$ cat src/aca_defs.svh
`ifndef ACA_DEFS_SVH
`define ACA_DEFS_SVH

// status bit positions
`define ACA_ST_BUSY     7
`define ACA_ST_RDY      6
`define ACA_ST_DSC      4
`define ACA_ST_DRQ      3
`define ACA_ST_ERR      0
// drive/head fields
`define ACA_DH_LBA      6
`define ACA_DH_DRV      4
// command codes
`define ACA_CMD_PWR_A   8'hE5
`define ACA_CMD_PWR_B   8'h98
`define ACA_CMD_DIAG    8'h90
`define ACA_CMD_ERASE   8'hC0
`define ACA_CMD_FMT     8'h50
`define ACA_CMD_WBUF    8'hE8
`define ACA_CMD_WMUL    8'hC5
`define ACA_CMD_WMUL_NE 8'hCD
`define ACA_CMD_WSEC_NE 8'h38
`define ACA_CMD_WVER    8'h3C
`define ACA_CMD_SENSE   8'h03
`define ACA_CMD_XLATE   8'h87
`define ACA_CMD_WEAR    8'hF5
// result values
`define ACA_PWR_SLEEP   8'h00
`define ACA_PWR_IDLE    8'hFF
`define ACA_DIAG_OK     8'h01
`define ACA_DIAG_SLAVE  4'h8
`define ACA_ERR_ABORT   8'h04
// timing, as printed, and derived cycle counts at 50 MHz
`define ACA_CLK_NS      20
`define ACA_BUSY_NS     400
`define ACA_DRQ2_US     700
`define ACA_DRQ3_MS     20
`define ACA_BUSY_CYC    (`ACA_BUSY_NS / `ACA_CLK_NS)
`define ACA_DRQ2_CYC    (`ACA_DRQ2_US * 1000 / `ACA_CLK_NS)
`define ACA_DRQ3_CYC    (`ACA_DRQ3_MS * 1000000 / `ACA_CLK_NS)

`endif

$ cat src/aca_pkg.sv
package aca_pkg;

  typedef enum logic [1:0]
  {
    ACA_CLS_1   = 2'b00,
    ACA_CLS_2   = 2'b01,
    ACA_CLS_3   = 2'b10,
    ACA_CLS_BAD = 2'b11
  } aca_class_t;

  typedef enum logic [2:0]
  {
    ACA_IDLE  = 3'b000,
    ACA_EXEC  = 3'b001,
    ACA_PREP  = 3'b010,
    ACA_DRQ   = 3'b011,
    ACA_XFER  = 3'b100,
    ACA_DONE  = 3'b101
  } aca_state_t;

  // task-file parameters the host has loaded
  typedef struct packed
  {
    logic [7:0] feature_param_reg;
    logic [7:0] count_param_reg;
    logic [7:0] sector_index_param_reg;
    logic [15:0] cylinder_param_regs;
    logic [7:0] drive_head_select_reg;
  } aca_taskfile_t;

  // parameters latched for the back end
  typedef struct packed
  {
    logic        lba_mode;
    logic        drive;
    logic [3:0]  head;
    logic [7:0]  count;
    logic [7:0]  sector;
    logic [15:0] cylinder;
    logic [7:0]  feature;
  } aca_params_t;

endpackage

$ cat src/aca_core.sv
`timescale 1ns/1ns
`include "aca_defs.svh"

// Contract
// host loads parameter registers before writing the command code.
// host issues commands only while busy_flag reads clear.
// class one command raises busy within 400 ns of code write.
// class two: busy fast, buffer ready, DRQ within 700 us, then busy drops.
// class three: busy fast, DRQ within 20 ms, busy drops shortly after.
// only task-file registers marked for a command become parameters; the code latches count, sector, cylinder and feature for every command.
// drive-only commands use the drive bit and ignore head bits.
// codes E5h and 98h both query power mode.
// power query when sleeping loads 00h into count, clears busy, interrupts.
// power query when idle loads FFh into count, clears busy, interrupts.
// code 90h runs internal self-diagnostics.
// diagnostics end by placing a result code in the error register.
// results: 01h ok, 02h..05h formatter, buffer, ECC, processor faults.
// failed second drive reports upper nibble 8 in the diagnostic result.
// code CDh is a class three multi-sector write without pre-erase.
// code 38h is a class two sector write without pre-erase.
// legacy erase and no-erase writes still erase and complete normally.
// vendor commands sense, translate and wear level are executed.
// drive/head bit 6 selects CHS when 0, LBA when 1.
// busy is status bit 7; other status bits invalid while set.
// DRQ is status bit 3, set when data must move.
// unknown command codes end with the error flag set.
module aca_core
#(
  parameter int unsigned DRQ3_CYCLES = `ACA_DRQ3_CYC,
  parameter int unsigned BUSY_CYCLES = `ACA_BUSY_CYC
)
(
  input  wire logic                  clk,
  input  wire logic                  rst_b,
  input  wire aca_pkg::aca_taskfile_t taskfile,
  input  wire logic                  cmd_wr,
  input  wire logic [7:0]            cmd_code,
  input  wire logic                  sleep_state,
  input  wire logic                  buf_ready,
  input  wire logic                  xfer_done,
  input  wire logic                  diag_done,
  input  wire logic [3:0]            diag_fault,
  input  wire logic                  slave_failed,
  input  wire logic                  exec_done,
  output logic [7:0]                 status,
  output logic [7:0]                 error_reg,
  output logic [7:0]                 count_out,
  output logic                       count_load,
  output logic                       intrq,
  output logic                       buf_prep,
  output logic                       exec_start,
  output logic [7:0]                 exec_code,
  output aca_pkg::aca_params_t       params,
  output logic                       diag_start
);
  import aca_pkg::*;

  localparam int unsigned DRQ2_CYCLES = `ACA_DRQ2_CYC;
  localparam int TW = 24;

  // classify a code; also used to check whether it is known
  function automatic aca_class_t cls_of(input logic [7:0] c);
    if (c == `ACA_CMD_WMUL ||
        c == `ACA_CMD_WMUL_NE)
      cls_of = ACA_CLS_3;
    else if (c[7:1] == 7'h18 ||
             c == `ACA_CMD_WSEC_NE ||
             c == `ACA_CMD_WVER ||
             c[7:1] == 7'h19 ||
             c == `ACA_CMD_FMT ||
             c == `ACA_CMD_WBUF)
      cls_of = ACA_CLS_2;
    else if (c == `ACA_CMD_PWR_A ||
             c == `ACA_CMD_PWR_B ||
             c == `ACA_CMD_DIAG ||
             c == `ACA_CMD_ERASE ||
             c == 8'hEC ||
             c == 8'hE3 ||
             c == 8'h97 ||
             c == 8'hE1 ||
             c == 8'h95 ||
             c == 8'h91 ||
             c == 8'hE4 ||
             c == 8'hC4 ||
             c[7:1] == 7'h11 ||
             c[7:1] == 7'h10 ||
             c[7:1] == 7'h20 ||
             c[7:4] == 4'h1 ||
             c[7:4] == 4'h7 ||
             c == 8'hEF ||
             c == 8'hC6 ||
             c == 8'hE6 ||
             c == 8'h99 ||
             c == 8'hE2 ||
             c == 8'h96 ||
             c == 8'hE0 ||
             c == 8'h94 ||
             c == `ACA_CMD_SENSE ||
             c == `ACA_CMD_XLATE ||
             c == `ACA_CMD_WEAR)
      cls_of = ACA_CLS_1;
    else
      cls_of = ACA_CLS_BAD;
  endfunction

  // head bits count only for commands marked with a full drive/head use
  function automatic logic uses_head(input logic [7:0] c);
    uses_head = !(c == `ACA_CMD_PWR_A ||
                  c == `ACA_CMD_PWR_B ||
                  c == `ACA_CMD_DIAG ||
                  c == 8'hEC ||
                  c == 8'hE3 ||
                  c == 8'h97 ||
                  c == 8'hE1 ||
                  c == 8'h95 ||
                  c == 8'hE4 ||
                  c[7:4] == 4'h1 ||
                  c == 8'hEF ||
                  c == 8'hC6 ||
                  c == 8'hE6 ||
                  c == 8'h99 ||
                  c == 8'hE2 ||
                  c == 8'h96 ||
                  c == 8'hE0 ||
                  c == 8'h94 ||
                  c == `ACA_CMD_SENSE ||
                  c == `ACA_CMD_WBUF);
  endfunction

  aca_state_t  state_q, state_d;
  aca_class_t  cls_q;
  logic [7:0]  code_q;
  logic [TW-1:0] tmr_q;
  logic        busy_q, drq_q, err_q, rdy_q;
  logic [7:0]  err_reg_q;
  logic [7:0]  count_q;
  logic        count_ld_q, intrq_q, diag_q, exec_q;
  aca_params_t params_q;

  wire aca_class_t new_cls   = cls_of(cmd_code);
  wire logic       accept    = (state_q == ACA_IDLE) && cmd_wr;
  wire logic       is_pwr    = code_q == `ACA_CMD_PWR_A ||
                               code_q == `ACA_CMD_PWR_B;
  wire logic       is_diag   = code_q == `ACA_CMD_DIAG;
  // two short of the ceiling: drq shows only once busy drops, two edges on
  wire logic [TW-1:0] drq_lim = (cls_q == ACA_CLS_3) ?
                               TW'(DRQ3_CYCLES - 2) : TW'(DRQ2_CYCLES - 2);
  wire logic       tmo       = tmr_q >= drq_lim;
  wire logic       head_used = uses_head(cmd_code);
  // the diagnostic fault code; slave failure overrides with upper nibble 8
  wire logic [7:0] diag_code = slave_failed ?
                               {`ACA_DIAG_SLAVE, diag_fault} :
                               ((diag_fault == 4'h0) ? `ACA_DIAG_OK :
                                {4'h0, diag_fault});

  always_comb
  begin
    state_d = state_q;
    case (state_q)
      ACA_IDLE:
        if (accept)
          state_d = (new_cls == ACA_CLS_1) ? ACA_EXEC :
                    (new_cls == ACA_CLS_BAD) ? ACA_DONE : ACA_PREP;
      ACA_EXEC:
        if (is_pwr || (is_diag && diag_done) || (!is_diag && exec_done))
          state_d = ACA_DONE;
      ACA_PREP:
        // buffer not ready in time still raises DRQ; the limit is a ceiling
        if (buf_ready || tmo)
          state_d = ACA_DRQ;
      ACA_DRQ:
        state_d = ACA_XFER;
      ACA_XFER:
        if (xfer_done)
          state_d = ACA_DONE;
      ACA_DONE:
        state_d = ACA_IDLE;
      default:
        state_d = ACA_IDLE;
    endcase
  end

  always_ff @(posedge clk or negedge rst_b)
  begin
    if (!rst_b)
      state_q <= ACA_IDLE;
    else
      state_q <= state_d;
  end

  always_ff @(posedge clk or negedge rst_b)
  begin
    if (!rst_b)
    begin
      cls_q  <= ACA_CLS_1;
      code_q <= 8'h00;
      params_q <= '0;
    end
    else if (accept)
    begin
      cls_q  <= new_cls;
      code_q <= cmd_code;
      params_q.lba_mode <=
        taskfile.drive_head_select_reg[`ACA_DH_LBA];
      params_q.drive    <=
        taskfile.drive_head_select_reg[`ACA_DH_DRV];
      params_q.head     <= head_used ?
                           taskfile.drive_head_select_reg[3:0] : 4'h0;
      params_q.count    <= taskfile.count_param_reg;
      params_q.sector   <= taskfile.sector_index_param_reg;
      params_q.cylinder <= taskfile.cylinder_param_regs;
      params_q.feature  <= taskfile.feature_param_reg;
    end
  end

  always_ff @(posedge clk or negedge rst_b)
  begin
    if (!rst_b)
      tmr_q <= '0;
    else if (state_q != ACA_PREP)
      tmr_q <= '0;
    else
      tmr_q <= tmr_q + TW'(1);
  end

  // busy is set on the edge that takes the code: one cycle, within 400 ns
  always_ff @(posedge clk or negedge rst_b)
  begin
    if (!rst_b)
    begin
      busy_q <= 1'b0;
      drq_q  <= 1'b0;
      rdy_q  <= 1'b0;
    end
    else
    begin
      rdy_q <= 1'b1;
      if (accept)
        busy_q <= 1'b1;
      else if (state_q == ACA_DRQ || state_q == ACA_DONE)
        busy_q <= 1'b0;
      if (state_q == ACA_PREP && state_d == ACA_DRQ)
        drq_q <= 1'b1;
      else if (state_q == ACA_XFER && xfer_done)
        drq_q <= 1'b0;
    end
  end

  always_ff @(posedge clk or negedge rst_b)
  begin
    if (!rst_b)
    begin
      err_q      <= 1'b0;
      err_reg_q  <= 8'h00;
      count_q    <= 8'h00;
      count_ld_q <= 1'b0;
      intrq_q    <= 1'b0;
    end
    else
    begin
      count_ld_q <= 1'b0;
      intrq_q    <= state_q == ACA_DONE;
      if (accept)
      begin
        err_q <= new_cls == ACA_CLS_BAD;
        err_reg_q <= (new_cls == ACA_CLS_BAD) ? `ACA_ERR_ABORT : 8'h00;
      end
      else if (state_q == ACA_EXEC && is_diag && diag_done)
      begin
        err_reg_q <= diag_code;
        err_q <= diag_code != `ACA_DIAG_OK;
      end
      if (state_q == ACA_EXEC && is_pwr)
      begin
        count_q <= sleep_state ? `ACA_PWR_SLEEP :
                                 `ACA_PWR_IDLE;
        count_ld_q <= 1'b1;
      end
    end
  end

  always_ff @(posedge clk or negedge rst_b)
  begin
    if (!rst_b)
    begin
      diag_q <= 1'b0;
      exec_q <= 1'b0;
    end
    else
    begin
      diag_q <= accept && cmd_code == `ACA_CMD_DIAG;
      exec_q <= accept && new_cls != ACA_CLS_BAD &&
                cmd_code != `ACA_CMD_PWR_A && cmd_code != `ACA_CMD_PWR_B &&
                cmd_code != `ACA_CMD_DIAG;
    end
  end

  // while busy only the busy bit is meaningful; others forced low
  assign status = busy_q ? 8'h80 :
                  (8'(rdy_q) << `ACA_ST_RDY) | (8'(rdy_q) << `ACA_ST_DSC) |
                  (8'(drq_q) << `ACA_ST_DRQ) | (8'(err_q) << `ACA_ST_ERR);

  assign error_reg  = err_reg_q;
  assign count_out  = count_q;
  assign count_load = count_ld_q;
  assign intrq      = intrq_q;
  assign buf_prep   = state_q == ACA_PREP;
  assign exec_start = exec_q;
  assign exec_code  = code_q;
  assign params     = params_q;
  assign diag_start = diag_q;

endmodule

$ cat config.mk
export PLATFORM = sky130hd
export DESIGN_NAME = aca_core
export DESIGN_NICKNAME = d
export VERILOG_FILES = /design/src/aca_pkg.sv /design/src/aca_core.sv
export VERILOG_INCLUDE_DIRS = /design/src
export SDC_FILE = /design/constraint.sdc
export NUM_CORES = 1
export LEC_CHECK = 0
export BUFFER_PORTS_ARGS = -buffer_cell sky130_fd_sc_hd__buf_4
export CAP_MARGIN = 20
export CORE_MARGIN = 4
export CORE_UTILIZATION = 35
export DETAILED_ROUTE_END_ITERATION = 8
export SYNTH_ARGS = -nofsm -noshare
export SYNTH_HDL_FRONTEND = slang
export SYNTH_SLANG_ARGS = --single-unit
$ cat constraint.sdc
create_clock -name clk -period 2.3 [get_ports clk]
set_clock_uncertainty 0.1 [all_clocks]
set_input_delay 0.345 -clock clk [delete_from_list [all_inputs] [get_ports clk]]
set_output_delay 0.345 -clock clk [all_outputs]
set_load 0.005 [all_outputs]
==> impl_metrics.csv, run 1 <==
group,metric,value,unit
outcome,status,"complete, no violations",
synthesis,async_flop_share,100,%
finish,area_growth,33.1,%
sta,grt_setup_unrepaired,"no",
finish,drive_above_1_share,29.8,%
floorplanning,die_h,127,um
global_routing,grt_usage,15.9,%
routing,drt-initial-drc-count,190,
synthesis,synth_seq_cells,97,
floorplanning,core_area,13800,um^2
sta,worstMarginPinSlew,515,ps
min_path,holdPathEnd,"count_out[6]$_DFFE_PN0P_",
synthesis,synth_edf_count,0,
synthesis,yosysTopAreaCell,"dfrtp_1",
synthesis,synthDominantCellAreaShare,49.4,%
floorplanning,die_area,16000,um^2
global_routing,antenna_found_initial,0,
place,gp_congestion,0.857,
setup_path,reg2reg_to,"state_q[0]$_DFF_PN0_",
pwr,power_leakage,3.40,nW
sta,whs,71.8,ps
setup_path,cp_slowest_cell,"or4_1",
setup_path,timing.rr.start,"cls_q[0]$_DFFE_PN0P_",
clocking,cts_setup_buffers,0,
global_routing,grt_pass1_wl,20600,um
min_path,min_path_cells,2,
setup_path,critPathTopFamily,"simple AND/OR/NAND/NOR gates",
routing,dr.max_layer_used,"met4",
setup_path,r2r_cells,8,
setup_path,crit_type,"primary input to flop",
clocking,cts.sink_count,97,
synthesis,syn_avg_cell_area,9.15,um^2
min_path,hold_start,"sleep_state",
global_routing,gr-total-overflow,0,
place,dp_hpwl,9530,um
setup_path,reg2reg_slack,200,ps
run,maxCapViolations,0,
sta,period_share,92.1,%
pwr,peakVddDrop,485,uV
sta,max_slew_margin,65.6,%
synthesis,syn_inst,537,
sta,final_hold_viol_count,0,
clocking,cts_buffers,9,
synthesis,synth_flop_cell,"dfrtp_1",
clocking,path_clk_slew,70,ps
pwr,power.density,986,nW/um^2
routing,drt-met1-wl,5440,um
finish,antennaDiodeCount,0,
routing,vias,4097,
synthesis,synth.area.top_cells,"dfrtp_1, nand2_1, ha_1",
sta,fmax,472,MHz
floorplanning,num_rows,43,
place,place_area,6230,um^2
setup_path,worstPathRequired,2410,ps
floorplanning,die_w,127,um
routing,drt_first_pass_iters,4,
floorplanning,start_util,35.5,%
synthesis,yosysMostFrequentCell,"nand2_1",
synthesis,syn-cell-area,4910,um^2
finish,largest_reg_flops,46,
sta,tns,0,ps
synthesis,yosys_warnings,0,
global_routing,grt_pass1_vias,4002,
routing,drcViolationCount,0,
routing,route.met3.wl,535,um
clocking,htree_num_levels,3,
global_routing,grt_max_degree,39,
sta,setup_viol,0,
setup_path,worstPathCellList,"buf_4 > or4_1 > nor3b_1 > o211ai_1 > nand3_1 > nor3_1 > ha_1 > nor2b_1 > o31ai_1 > o211ai_1",
setup_path,crit_top_cell,"o211ai_1",
synthesis,seq_area_frac_synth,49.4,%
routing,ant_nets,0,
min_path,hold_path_class,"primary input to flop",
finish,utilization,47.3,%
sta,finalCriticalPeriod,2120,ps
setup_path,critical_path_arrival,2220,ps
routing,wl_met2,6470,um
setup_path,start_kind,"primary input",
routing,viasPerCell,4.71,
clocking,cts_buffer_depth,2,
finish,finalInstanceArea,6540,um^2
synthesis,netlist_top_cells_count,"nand2_1, dfrtp_1, nor2_1, nand3_1, buf_4",
sta,maxSlewViolCount,0,
setup_path,crit_buf_inv,1,
finish,nNetsFinal,768,
setup_path,path_max_fanout,3,
floorplanning,io_pins,152,
routing,drt-wirelength-per-cell,14.4,um
synthesis,ys_types,63,
place,io_buffers,143,
clocking,cts_tree,"built",
clocking,cts_root_buf,"clkbuf_16",
setup_path,critPathMaxStageDelay,550,ps
setup_path,end_kind,"flop",
finish,fill_cells,1346,
clocking,clock_latency,350,ps
routing,routed_wl,12500,um
## per-stage QoR
| step | cells | total power [W] | setup WS (ps) |
|---|---|---|---|
| finish | 869 | 0.00645 | 182 |
| detailed placement | 853 | 0.00501 | -168 |
| global placement | 853 | 0.00495 | -143 |
| CTS | 869 | 0.00656 | 44.3 |
| global route | 869 | 0.00696 | 9.74 |
| floorplan | 542 | 0.00371 | 4.50 |
## area by class of cell
cell class | count | area, um^2 | share of cell area [%]
well taps | 180 | 225 | 3.44
clock inverters | 4 | 52.6 | 0.803
flip-flops and latches | 97 | 2430 | 37.1
multi-input cells | 391 | 2210 | 33.8
clock buffers | 11 | 243 | 3.71
inverters | 15 | 70.1 | 1.07
repair buffers | 171 | 1310 | 20.0
## layer usage
metal / up-vias / track usage, %
li1: 2057 / -
met4: 0 / 3.41
met5: - / 0
met2: 87 / 27.0
met3: 5 / 4.67
met1: 1948 / 20.2
## kinds of logic after synthesis
kind of cell	count (synthesis)	share of synthesized area [%]
and+or+nand+nor	301	30.4
DFF	97	49.4
buffers and inverters	54	6.21
AOI/OAI and AO/OA	50	6.80
xor gates and xnor gates	17	3.03
adders and majority gates	14	3.56
other	2	0.153
muxes	2	0.407
## report_power, final
part | switching [W] | internal, W
sequential | 0.000382 | 0.00225
clock | 0.000635 | 0.000871
combinational | 0.00110 | 0.00121
## repair_timing
item                       4_1_cts  5_1_grt
hold buffers                     1        0
setup endpoints to repair        0        2
hold endpoints to repair        35        0
resized for setup                0        2
## layout by cell type, fill, tap and decap left out, drive strengths merged, types with 7 or more instances in the layout
| master | count |
|---|---|
| dfrtp | 97 |
| inv | 15 |
| nor3 | 11 |
| o21ai | 13 |
| nand3 | 19 |
| nor2 | 28 |
| a21oi | 13 |
| ha | 14 |
| o31ai | 8 |
| nor2b | 8 |
| buf | 170 |
| clkbuf | 11 |
| nand4 | 7 |
| xor2 | 13 |
| conb | 7 |
| nand2 | 180 |
| nand2b | 8 |
## worst max path at each step
stage / start / end / slack, ps / cells past startpoint
3_3_place_gp: cmd_code[1] / state_q[0]$_DFF_PN0_ / -140 / 10
6_report: cmd_code[1] / state_q[0]$_DFF_PN0_ / 180 / 10
4_1_cts: cls_q[0]$_DFFE_PN0P_ / state_q[0]$_DFF_PN0_ / 40 / 8
5_1_grt: cmd_code[1] / state_q[0]$_DFF_PN0_ / 10 / 10
2_1_floorplan: cmd_code[5] / state_q[0]$_DFF_PN0_ / 4 / 10
3_5_place_dp: cmd_code[1] / state_q[0]$_DFF_PN0_ / -170 / 10
No activity file was read; power rests on OpenSTA's default activity.
==> run 2: changes to the inputs <==
--- a/config.mk
+++ b/config.mk
@@ -6,11 +6,12 @@
 export SDC_FILE = /design/constraint.sdc
 export NUM_CORES = 1
 export LEC_CHECK = 0
-export BUFFER_PORTS_ARGS = -buffer_cell sky130_fd_sc_hd__buf_4
+export BUFFER_PORTS_ARGS = -buffer_cell sky130_fd_sc_hd__clkbuf_2
 export CAP_MARGIN = 20
 export CORE_MARGIN = 4
-export CORE_UTILIZATION = 35
+export CORE_UTILIZATION = 52
 export DETAILED_ROUTE_END_ITERATION = 8
+export PLACE_DENSITY = 0.81
 export SYNTH_ARGS = -nofsm -noshare
 export SYNTH_HDL_FRONTEND = slang
 export SYNTH_SLANG_ARGS = --single-unit
==> run 2 against run 1 <==
  * Fmax decreased by 1.0%
  * Critical path depth unchanged
  * Total power decreased by 12%
  * Critical endpoint unchanged
  * Largest power group unchanged
==> impl_metrics.csv, run 2 (same netlist as run 1, synthesis figures left out) <==
group,metric,value,unit
clocking,path_clk_slew,110,ps
floorplanning,die_h,105,um
finish,area_growth,22.6,%
sta,setup_viol,0,
sta,finalCriticalPeriod,2140,ps
global_routing,grt_pass1_wl,19200,um
routing,routed_wl,11400,um
setup_path,worstPathCellList,"clkbuf_2 > or4_1 > nor3b_2 > o211ai_1 > nand3_1 > nor3_1 > ha_1 > nor2b_1 > o31ai_1 > o211ai_1",
setup_path,critical_path_arrival,2260,ps
floorplanning,die_w,105,um
sta,fmax,467,MHz
clocking,cts_tree,"built",
place,gp_congestion,0.898,
clocking,cts.sink_count,97,
routing,drt-initial-drc-count,246,
routing,ant_nets,0,
pwr,power_leakage,3.25,nW
sta,maxSlewViolCount,0,
routing,drcViolationCount,0,
setup_path,critPathMaxStageDelay,560,ps
finish,drive_above_1_share,29.8,%
setup_path,end_kind,"flop",
min_path,hold_path_class,"primary input to flop",
floorplanning,num_rows,35,
global_routing,antenna_found_initial,0,
run,maxCapViolations,0,
setup_path,r2r_cells,8,
routing,viasPerCell,5.18,
clocking,cts_buffer_depth,2,
setup_path,worstPathRequired,2420,ps
min_path,hold_start,"taskfile[39]",
clocking,htree_num_levels,3,
sta,period_share,93.0,%
floorplanning,io_pins,152,
outcome,status,"complete, no violations",
global_routing,grt_pass1_vias,4144,
routing,drt-wirelength-per-cell,14.0,um
finish,final_cell_mix,"nand2_1, clkbuf_2, dfrtp_1",
place,dp_hpwl,8680,um
routing,vias,4235,
finish,antennaDiodeCount,0,
min_path,min_path_cells,3,
setup_path,start_kind,"primary input",
setup_path,reg2reg_slack,180,ps
setup_path,path_max_fanout,4,
setup_path,crit_top_cell,"o211ai_1",
finish,nNetsFinal,766,
setup_path,critPathTopFamily,"simple AND/OR/NAND/NOR gates",
finish,fill_cells,764,
clocking,cts_setup_buffers,0,
setup_path,timing.rr.start,"cls_q[0]$_DFFE_PN0P_",
floorplanning,die_area,11100,um^2
finish,largest_reg_flops,46,
global_routing,grt_usage,21.0,%
clocking,cts_buffers,9,
sta,whs,52.8,ps
sta,grt_setup_unrepaired,"no",
floorplanning,core_area,9240,um^2
pwr,power.density,944,nW/um^2
setup_path,crit_buf_inv,1,
routing,drt_first_pass_iters,4,
clocking,clock_latency,370,ps
setup_path,cp_slowest_cell,"or4_1",
pwr,peakVddDrop,752,uV
clocking,cts_root_buf,"clkbuf_8",
floorplanning,start_util,53.2,%
place,io_buffers,143,
finish,utilization,65.2,%
min_path,holdPathEnd,"params[39]$_DFFE_PN0P_",
global_routing,gr-total-overflow,0,
global_routing,grt_max_degree,59,
setup_path,reg2reg_to,"state_q[0]$_DFF_PN0_",
sta,final_hold_viol_count,0,
setup_path,crit_type,"primary input to flop",
finish,mostFrequentLayoutCell,"nand2_1",
run 2: layout make-up:
type | instances | area (um^2) | area share (%)
Clock buffer | 9 | 124 | 2.06
Clock inverter | 7 | 72.6 | 1.20
Inverter | 15 | 70.1 | 1.16
Multi-Input combinational cell | 391 | 2220 | 36.8
Sequential cell | 97 | 2430 | 40.3
Tap cell | 129 | 161 | 2.68
Timing Repair Buffer | 169 | 953 | 15.8
run 2: worst register-to-register path, stage by stage (launching register included):
cell and delay (ps):
dfrtp_1 400, nand2b_4 190, ha_1 310, a21o_1 190, a21oi_1 140, nor2b_1 60
o41ai_1 310, buf_4 180, o211ai_1 90
run 2: where the power goes:
group,internal (W),leakage [nW],total (W),switching (W)
sequential,0.00224,1.25,0.00264,0.000393
combinational,0.000897,1.90,0.00196,0.00106
clock,0.000427,0.0970,0.00109,0.000665
total,0.00357,3.25,0.00569,0.00212
run 2: metal layers:
layer	part of all wire, %	vias up	track usage [%]
li1	-	2062	-
met1	43	2014	27.1
met2	49	136	34.6
met3	5.3	23	5.33
met4	2.5	0	7.22
met5	0	-	0
run 2: stage by stage:
stage / area (um^2) / cells / TNS, ps / total power (W) / setup WS, ps
floorplan: 4930 / 542 / 0 / 0.00371 / 4.50
global placement: 5810 / 800 / -110 / 0.00453 / -96.3
detailed placement: 5810 / 800 / -454 / 0.00464 / -297
CTS: 6010 / 817 / 0 / 0.00574 / 44.6
global route: 6030 / 817 / 0 / 0.00616 / 22.4
finish: 6030 / 817 / 0 / 0.00569 / 160
run 2: how the worst max path moves through the flow:
| stage | start | endpoint | slack, ps | cells after the start |
|---|---|---|---|---|
| after detailed placement | cmd_code[1] | state_q[0]$_DFF_PN0_ | -300 | 10 |
| final | cmd_code[1] | state_q[0]$_DFF_PN0_ | 160 | 10 |
| after floorplan | cmd_code[5] | state_q[0]$_DFF_PN0_ | 4 | 10 |
| after global placement | cmd_code[1] | state_q[0]$_DFF_PN0_ | -100 | 10 |
| after global routing | cmd_code[1] | state_q[0]$_DFF_PN0_ | 20 | 11 |
| after CTS | cls_q[0]$_DFFE_PN0P_ | state_q[0]$_DFF_PN0_ | 40 | 8 |
run 2: repair_timing:
| item | CTS | global route |
|---|---|---|
| hold endpoints to repair | 32 | 0 |
| resized for setup | 0 | 3 |
| endpoints found under the setup margin | 0 | 2 |
| hold buffers | 1 | 0 |
